<file path="src/rtl/fdc_pkg.sv">
// package for the fluorescent display configuration block
// assumes a 4-bit processor data path with a nibble/byte write port
package fdc_pkg;
  // register addresses in the processor data memory space
  localparam logic [11:0] FDC_ADDR_DIMMER      = 12'hf89;
  localparam logic [11:0] FDC_ADDR_DIGIT_COUNT = 12'hf8a;
  localparam logic [11:0] FDC_ADDR_HIGH_STATIC = 12'hfd4;
  localparam logic [11:0] FDC_ADDR_LOW_STATIC  = 12'hfd6;
  // reset values
  localparam logic [3:0]  FDC_RST_DIMMER       = 4'h0;
  localparam logic [3:0]  FDC_RST_DIGIT_COUNT  = 4'h8;
  localparam logic [7:0]  FDC_RST_STATIC       = 8'h00;
  // field positions
  localparam int          FDC_CYCLE_LEN_BIT    = 0;
  localparam int          FDC_CUT_LSB          = 1;
  localparam int          FDC_LOW_STATIC_LSB   = 0;
  localparam int          FDC_HIGH_STATIC_LSB  = 4;
  localparam logic [7:0]  FDC_LOW_STATIC_MASK  = 8'h0f;
  localparam logic [7:0]  FDC_HIGH_STATIC_MASK = 8'h30;
  // display cycle lengths in main oscillator periods
  localparam int          FDC_CYCLE_SHORT      = 1024;
  localparam int          FDC_CYCLE_LONG       = 2048;
  localparam int          FDC_SIXTEENTH_SHORT  = FDC_CYCLE_SHORT / 16;
  localparam int          FDC_SIXTEENTH_LONG   = FDC_CYCLE_LONG / 16;
  // extra slots per period beyond the digit count value (key scan slot etc.)
  localparam int          FDC_PERIOD_EXTRA     = 2;
  // scan state
  typedef enum logic [1:0] {
    FDC_IDLE = 2'b01,
    FDC_SCAN = 2'b10
  } fdc_state_e;
endpackage

</file>
<file path="src/rtl/fdc_cut_table.sv">
// cut-width table: maps the 3-bit cut code to a count of sixteenths
// assumes nothing but a combinational code input
`timescale 1ns/100ps
`default_nettype none
module fdc_cut_table
  import fdc_pkg::*;
(
  input  wire logic [2:0] cut_code,
  output logic      [3:0] cut_sixteenths
);
  // code 0 is one sixteenth, every other code is twice its value
  assign cut_sixteenths = (cut_code == 3'h0) ? 4'h1 : {cut_code, 1'b0};
endmodule
`default_nettype wire

</file>
<file path="src/rtl/fdc_top.sv">
// fluorescent display scanner configuration and digit timing
// assumes cpu writes arrive synchronous to clk_sys, one write per strobe
//
// Function
// - scanned digits equal digit count value plus one.
// - reset loads digit count with binary 1000, nine digits.
// - digit count and dimmer accept only whole nibble writes.
// - display cycle is 1024 periods when bit zero, 2048 when one.
// - cut width code removes 1,2,4,...,14 sixteenths of each digit pulse.
// - reset clears dimmer register: short cycle, smallest cut.
// - low static field zero: low segment pins driven dynamically.
// - low static field ones: low segments output port latches 12-15.
// - high static bits zero: high segments driven dynamically.
// - high static bits ones: high segments output port latches 10, 11.
// - static registers are byte writes, cleared at reset.
// - full period is display cycle times digit count plus two.
// - scanning runs only while display enable is one.
// - digit pulse width varies over eight levels from cut width.
`timescale 1ns/100ps
`default_nettype none
module fdc_top
  import fdc_pkg::*;
#(
  parameter int DIGITS_MAX = 16
) (
  input  wire logic                  clk_sys,
  input  wire logic                  rst_b,
  // processor data memory port
  input  wire logic [11:0]           cpu_addr,
  input  wire logic                  cpu_wr_nib,
  input  wire logic                  cpu_wr_byte,
  input  wire logic [7:0]            cpu_wdata,
  input  wire logic                  cpu_rd,
  output logic      [7:0]            cpu_rdata,
  // display configuration inputs from the mode register outside this block
  input  wire logic                  display_enable_bit,
  input  wire logic [2:0]            segment_count_sel,
  // dynamic segment data from the display data fetch
  input  wire logic [15:0]           dyn_low_seg,
  input  wire logic [7:0]            dyn_high_seg,
  // port latches used for static output
  input  wire logic [15:0]           port_latch_12_15,
  input  wire logic [7:0]            port_latch_10_11,
  // display pins
  output logic      [15:0]           low_segment_pins,
  output logic      [7:0]            high_segment_pins,
  output logic      [DIGITS_MAX-1:0] digit_pins,
  // scan status
  output logic      [4:0]            scan_slot,
  output logic                       cycle_start
);
  logic             rst_meta_b;
  logic             rst_sync_b;
  logic [3:0]       dimmer_cycle_select;
  logic [3:0]       digit_count_select;
  logic [7:0]       high_segment_static_select;
  logic [7:0]       low_segment_static_select;
  logic             act_long;
  logic [2:0]       act_cut;
  logic [3:0]       act_digits;
  logic [10:0]      cyc_cnt;
  logic [4:0]       slot;
  fdc_state_e       state;
  fdc_state_e       next_state;
  logic [3:0]       cut_sixteenths;
  logic [10:0]      seg_len;
  logic [10:0]      cycle_last;
  logic [11:0]      cut_len;
  logic [10:0]      on_len;
  logic             cyc_end;
  logic             slot_end;
  logic             pulse_on;
  logic             low_static;
  logic             high_static;
  logic             wr_dimmer;
  logic             wr_digits;
  logic             wr_high;
  logic             wr_low;
  logic [DIGITS_MAX-1:0] next_digit;
  logic             hit_dimmer;
  logic             hit_digits;
  logic             hit_high;
  logic             hit_low;
  logic [3:0]       next_dimmer;
  logic [3:0]       next_digit_count;
  logic [7:0]       next_high_static;
  logic [7:0]       next_low_static;
  logic [7:0]       rd_mux;
  logic [7:0]       next_rdata;
  logic             scan_live;
  logic             load_set;
  logic [10:0]      next_cyc_cnt;
  logic [4:0]       next_slot;
  logic             next_act_long;
  logic [2:0]       next_act_cut;
  logic [3:0]       next_act_digits;
  logic [15:0]      low_dyn_mask;
  logic [15:0]      next_low_seg;
  logic [7:0]       next_high_seg;
  logic             next_cycle_start;

  // reset release through two flops
  always_ff @(posedge clk_sys or negedge rst_b) begin
    if (!rst_b) begin
      rst_meta_b <= 1'b0;
      rst_sync_b <= 1'b0;
    end else begin
      rst_meta_b <= 1'b1;
      rst_sync_b <= rst_meta_b;
    end
  end

  // address hits shared by the write strobes and the read multiplexer
  assign hit_dimmer = (cpu_addr == FDC_ADDR_DIMMER);
  assign hit_digits = (cpu_addr == FDC_ADDR_DIGIT_COUNT);
  assign hit_high   = (cpu_addr == FDC_ADDR_HIGH_STATIC);
  assign hit_low    = (cpu_addr == FDC_ADDR_LOW_STATIC);

  // byte writes to the nibble registers are ignored rather than truncated
  assign wr_dimmer = cpu_wr_nib && hit_dimmer;
  assign wr_digits = cpu_wr_nib && hit_digits;
  assign wr_high   = cpu_wr_byte && hit_high;
  assign wr_low    = cpu_wr_byte && hit_low;

  assign next_dimmer      = wr_dimmer ? cpu_wdata[3:0] : dimmer_cycle_select;
  assign next_digit_count = wr_digits ? cpu_wdata[3:0] : digit_count_select;
  // spare static bits are masked on the way in, so they can never read back
  assign next_high_static = wr_high ? (cpu_wdata & FDC_HIGH_STATIC_MASK) : high_segment_static_select;
  assign next_low_static  = wr_low ? (cpu_wdata & FDC_LOW_STATIC_MASK) : low_segment_static_select;

  always_ff @(posedge clk_sys or negedge rst_sync_b) begin
    if (!rst_sync_b) begin
      dimmer_cycle_select <= FDC_RST_DIMMER;
      digit_count_select  <= FDC_RST_DIGIT_COUNT;
    end else begin
      dimmer_cycle_select <= next_dimmer;
      digit_count_select  <= next_digit_count;
    end
  end

  always_ff @(posedge clk_sys or negedge rst_sync_b) begin
    if (!rst_sync_b) begin
      high_segment_static_select <= FDC_RST_STATIC;
      low_segment_static_select  <= FDC_RST_STATIC;
    end else begin
      high_segment_static_select <= next_high_static;
      low_segment_static_select  <= next_low_static;
    end
  end

  // read data registered and held between reads; unmapped addresses read zero
  assign rd_mux     = hit_dimmer ? {4'h0, dimmer_cycle_select} :
                      hit_digits ? {4'h0, digit_count_select} :
                      hit_high   ? high_segment_static_select :
                      hit_low    ? low_segment_static_select :
                      8'h00;
  assign next_rdata = cpu_rd ? rd_mux : cpu_rdata;

  always_ff @(posedge clk_sys or negedge rst_sync_b) begin
    if (!rst_sync_b) begin
      cpu_rdata <= 8'h00;
    end else begin
      cpu_rdata <= next_rdata;
    end
  end

  fdc_cut_table u_cut (
    .cut_code       (act_cut),
    .cut_sixteenths (cut_sixteenths)
  );

  // timing derived from the settings latched at the cycle start
  assign seg_len    = act_long ? 11'(FDC_SIXTEENTH_LONG) : 11'(FDC_SIXTEENTH_SHORT);
  assign cycle_last = act_long ? 11'(FDC_CYCLE_LONG - 1) : 11'(FDC_CYCLE_SHORT - 1);
  assign cut_len    = 12'(seg_len * cut_sixteenths);
  assign on_len     = 11'(12'(cycle_last) + 12'h001 - cut_len);
  assign cyc_end    = (cyc_cnt == cycle_last);
  // period covers digit count plus two cycles; last slot is blank
  assign slot_end   = cyc_end && (slot == 5'(act_digits) + 5'(FDC_PERIOD_EXTRA - 1));
  assign pulse_on   = (cyc_cnt < on_len) && (slot <= 5'(act_digits));

  assign next_state = display_enable_bit ? FDC_SCAN : FDC_IDLE;

  // halting drops the counters, the digit pins and the dynamic segment pins at once, so a re-enable starts a fresh period
  assign scan_live    = (state == FDC_SCAN) && display_enable_bit;
  assign next_cyc_cnt = (scan_live && !cyc_end) ? cyc_cnt + 11'h001 : 11'h000;
  assign next_slot    = !scan_live ? 5'h00 :
                        !cyc_end   ? slot :
                        slot_end   ? 5'h00 :
                        slot + 5'h01;

  // settings are sampled only between display cycles, so no digit is split
  assign load_set        = (state == FDC_IDLE) || (scan_live && cyc_end);
  assign next_act_long   = load_set ? dimmer_cycle_select[FDC_CYCLE_LEN_BIT] : act_long;
  assign next_act_cut    = load_set ? dimmer_cycle_select[FDC_CUT_LSB +: 3] : act_cut;
  assign next_act_digits = load_set ? digit_count_select : act_digits;

  always_ff @(posedge clk_sys or negedge rst_sync_b) begin
    if (!rst_sync_b) begin
      state <= FDC_IDLE;
    end else begin
      state <= next_state;
    end
  end

  always_ff @(posedge clk_sys or negedge rst_sync_b) begin
    if (!rst_sync_b) begin
      cyc_cnt <= 11'h000;
      slot    <= 5'h00;
    end else begin
      cyc_cnt <= next_cyc_cnt;
      slot    <= next_slot;
    end
  end

  always_ff @(posedge clk_sys or negedge rst_sync_b) begin
    if (!rst_sync_b) begin
      act_long   <= FDC_RST_DIMMER[FDC_CYCLE_LEN_BIT];
      act_cut    <= FDC_RST_DIMMER[FDC_CUT_LSB +: 3];
      act_digits <= FDC_RST_DIGIT_COUNT;
    end else begin
      act_long   <= next_act_long;
      act_cut    <= next_act_cut;
      act_digits <= next_act_digits;
    end
  end

  always_comb begin
    next_digit = '0;
    if (scan_live && pulse_on && (slot < 5'(DIGITS_MAX))) begin
      next_digit[slot[3:0]] = 1'b1;
    end
  end

  assign low_static  = &low_segment_static_select[FDC_LOW_STATIC_LSB +: 4];
  assign high_static = &high_segment_static_select[FDC_HIGH_STATIC_LSB +: 2];

  // segment count widens the dynamic field beyond nine pins
  assign low_dyn_mask     = 16'hffff >> (4'h7 - {1'b0, segment_count_sel});
  // static outputs ignore display enable; dynamic outputs blank when halted
  assign next_low_seg     = low_static ? port_latch_12_15 :
                            (scan_live && pulse_on) ? (dyn_low_seg & low_dyn_mask) :
                            16'h0000;
  assign next_high_seg    = high_static ? port_latch_10_11 :
                            (scan_live && pulse_on) ? dyn_high_seg :
                            8'h00;
  assign next_cycle_start = scan_live && (cyc_cnt == 11'h000);

  always_ff @(posedge clk_sys or negedge rst_sync_b) begin
    if (!rst_sync_b) begin
      low_segment_pins  <= 16'h0000;
      high_segment_pins <= 8'h00;
    end else begin
      low_segment_pins  <= next_low_seg;
      high_segment_pins <= next_high_seg;
    end
  end

  always_ff @(posedge clk_sys or negedge rst_sync_b) begin
    if (!rst_sync_b) begin
      digit_pins  <= '0;
      scan_slot   <= 5'h00;
      cycle_start <= 1'b0;
    end else begin
      digit_pins  <= next_digit;
      scan_slot   <= slot;
      cycle_start <= next_cycle_start;
    end
  end
endmodule
`default_nettype wire

</file>
<file path="config.mk">
export PLATFORM = sky130hd
export DESIGN_NAME = fdc_top
export DESIGN_NICKNAME = d
export VERILOG_FILES = /design/src/rtl/fdc_pkg.sv /design/src/rtl/fdc_cut_table.sv /design/src/rtl/fdc_top.sv
export SDC_FILE = /design/constraint.sdc
export NUM_CORES = 1
export LEC_CHECK = 0
export ABC_AREA = 1
export BUFFER_PORTS_ARGS = -buffer_cell sky130_fd_sc_hd__buf_4
export CAP_MARGIN = 20
export CORE_MARGIN = 2
export CORE_UTILIZATION = 30
export CTS_CLUSTER_SIZE = 40
export DETAILED_ROUTE_END_ITERATION = 8
export PLACE_DENSITY = 0.59
export REMOVE_ABC_BUFFERS = 1
export SETUP_SLACK_MARGIN = 0.1
export SYNTH_ARGS = -nofsm -noshare
export SYNTH_HDL_FRONTEND = slang
export SYNTH_SLANG_ARGS = --single-unit
</file>
<file path="constraint.sdc">
create_clock -name clk_sys -period 2.6 [get_ports clk_sys]
set_clock_uncertainty 0.05 [all_clocks]
set_input_delay 0.39 -clock clk_sys [delete_from_list [all_inputs] [get_ports clk_sys]]
set_output_delay 0.39 -clock clk_sys [all_outputs]
set_load 0.03 [all_outputs]
</file>
==> metrics.txt <==
vias per cell=4.741; Congestion Overflow GR=0; Crit-path slowest cell=dfrtp_1; failing checks=negative setup slack; average cell area after synthesis=8.830 um2; CTS tree=done; total length of routed wires=~12000 um; design area=0.006485 mm2; die height=around 130 um; Routed met3 length=644 um; hpwl dp=8308 um; clock slew at reported path FFs=0.07 ns; Clock Sinks=94; predominant post-synthesis flop cell=dfrtp_1; Hold Fails Final Rpt=0; Ys Warns=0; FILL cells=1378; quantity of I/O buffers inserted on ports=126; crit path kind=reg2reg; DIE AREA=~0.016 mm2; min-delay src=display_enable_bit; Highest Signal Layer=met4; r2r setup slk=-0.06 ns; Critical Path Fanout Max=9; IO Pins=131; RSZ-0062 raised after global routing=yes; setup TNS=-0.9273 ns; RePlAce Congestion=0.8211; Mapped Cells=507; Antenna Nets Post-Route=0; period utilization=102.2%; routed len/inst=approximately 14 um; WL met2=slightly above 6000 um; final setup fails=39; R2R Path Start=act_long; Clock H-tree levels=3; first-pass GRT wire length=19410 um; slew margin rel.=59.20%; HP Class=in2reg; Crit path required time=2.80 ns; Ant. Diodes=0; M1 WL=5033 um; Power Density=approximately 490 mW/mm2; CP Launch Type=register; DR pass1 iterations=4; All-Layer GR Usage=14.82%; register bit count reported by yosys=94; DR vias=between 4000 and 5000; max-cap violations=0; synth-to-layout area growth=44.86%; CP endpoint kind=register; Worst Hold Endpoint=state[1]; CP peak stage delay=0.38 ns; share of the yosys chip area belonging to registers=52.63%; Cell Rows=44; antenna violations before repair=0; root buffer cell=clkbuf_16; Worst Tran Pin Value=0.6120 ns; WP data arrival=2.86 ns; PnR worst setup slack=-0.05781 ns; clock latency on the worst-skew pair=0.34 ns; Leak=roughly 3.2 nW; Worst R2R Path Depth=16; Max clock buf depth=2; Post-synth ARST share=100.0%; largest net degree at the start of global routing=49; nets=758; RR Endpoint=digit_pins[12]; Max Freq=376.2 MHz; initial DRC count=201; VDD IR-drop max=0.3441 mV; total chip power=3.193 mW; Cell variety after synth=34; core area=0.01453 mm2; vias in the first global route=around 4000; outcome=finished with violations; Min-Delay Path Depth=1; Initial Util=30.80%; DRC=0; number of synthesized flops with an enable pin=0; Area after DPL=between 0.005 and 0.006 mm2; ratio of cells with drive above 1 in the final layout=34.89%; Mapped Area=roughly 0.0045 mm2; Setup WS pre-CTS=-0.2742 ns; Tmin final=about 2.7 ns; Inserted Clock Buffers=9; worst-path cell chain=inv_2, nor2_4, nand2_2, a21oi_2, inv_2, ha_4, nand3_4, nand4_1, nand2_2, ha_4, nand2_4, nand3b_4, a21oi_4, buf_12, nand2_8, nor3_4; Final Max Tran Viols=0; die width=126.2 um
cells in the mapped netlist, types with 2 or more instances:
| master | number | area, um2 |
|---|---|---|
| nand2_1 | 125 | 469.2 |
| buf_4 | 2 | 15.01 |
| nor3b_1 | 3 | 22.52 |
| a21oi_1 | 12 | 60.06 |
| xor2_1 | 9 | 78.83 |
| nor2_1 | 31 | 116.4 |
| clkinv_1 | 2 | 7.510 |
| nand3_1 | 35 | 175.2 |
| o211ai_1 | 2 | 15.01 |
| buf_6 | 3 | 33.78 |
| inv_1 | 59 | 221.5 |
| o21ai_1 | 14 | 70.07 |
| clkbuf_1 | 3 | 11.26 |
| dfstp_2 | 3 | 78.83 |
| nor3_1 | 18 | 90.09 |
| o21ai_0 | 29 | 145.1 |
| nor4_1 | 2 | 12.51 |
| dfrtp_1 | 91 | 2277 |
| ha_1 | 21 | 262.8 |
| conb_1 | 2 | 7.510 |
| nand4_1 | 25 | 156.4 |
| buf_2 | 2 | 10.01 |
| xnor2_1 | 3 | 26.28 |
cell type report:
cell class	instances	area [um2]	share of cell area [%]
clock buffers	9	225.2	3.473
inverters	62	232.7	3.589
multi-input cells	347	2210	34.07
flip-flops and latches	94	2360	36.39
well taps	184	230.2	3.550
repair buffers	146	1131	17.44
clock inverters	7	96.34	1.486
stage by stage:
| step | utilization [%] | hold slack, ns | std cells |
|---|---|---|---|
| after floorplan | - | 0.04441 | 499 |
| after global placement | 39.30 | 0.1245 | 823 |
| after detailed placement | 39.30 | 0.1253 | 823 |
| after CTS | 44.10 | 0.1058 | 849 |
| after global routing | 44.62 | 0.1016 | 849 |
| final | 44.62 | 0.1186 | 849 |
metal layers:
layer	up-vias	GRT usage, %
met1	1936	17.94
li1	1966	-
met4	0	5.107
met3	15	3.696
met2	108	25.71
met5	-	0
logic make-up after synthesis:
group	after synthesis	synth area share, %
and+or+nand+nor	246	24.87
buffers and inverters	72	6.763
DFF	94	52.63
AOI/OAI and AO/OA	60	7.351
xor gates and xnor gates	12	2.348
adders and majority gates	21	5.869
other	2	0.1678
how the worst max path moves through the flow:
stage / startpoint / end / cells past startpoint
finish: act_long / digit_pins[12] / 16
global placement: act_long / high_segment_pins[7] / 15
detailed placement: act_long / high_segment_pins[0] / 16
floorplan: rst_sync_b / act_cut[0] / 0
global route: act_long / low_segment_pins[13] / 17
CTS: act_long / low_segment_pins[13] / 17
flip-flops by register name, summed over array words and instances (netlist names), 5 cells and up:
signal and cells:
high_segment_pins 8, low_segment_pins 16, cyc_cnt 11, digit_pins 16
scan_slot 5, cpu_rdata 6, slot 5
cell usage in the layout, fill, tap and decap left out, types with 4 or more instances in the layout:
master	n
buf_4	141
nand2_1	120
dfrtp_1	90
inv_1	54
nand3_1	32
nor2_1	29
nand4_1	25
o21ai_0	22
nor3_2	15
ha_1	15
o21ai_2	13
a21oi_1	9
xor2_1	9
clkbuf_16	9
o21ai_1	7
inv_2	6
nand2_8	5
ha_4	5
conb_1	4
power breakdown:
group	total, mW	switching, mW	internal [mW]
registers	1.50	0.0205	1.48
clock network	1.42	0.569	0.848
logic	0.277	0.144	0.133
timing repair:
| item | CTS | global route |
|---|---|---|
| gates resized for setup | 61 | 15 |
| hold buffers | 1 | 0 |
| cloned | 4 | 0 |
| hold endpoints to repair | 2 | 0 |
| setup buffers | 5 | 0 |
| pin swaps | 16 | 8 |
| endpoints found under the setup margin | 40 | 40 |
worst max-delay path, delay by kind of cell, from the launching register on:
| family | cells | cell delay, ns |
|---|---|---|
| and+or+nand+nor | 9 | 0.91 |
| buffers and inverters | 3 | 0.35 |
| AOI/OAI and AO/OA | 2 | 0.33 |
| adders and majority gates | 2 | 0.55 |
| DFF | 1 | 0.38 |
Note: power is estimated with default switching activity, not from simulation.
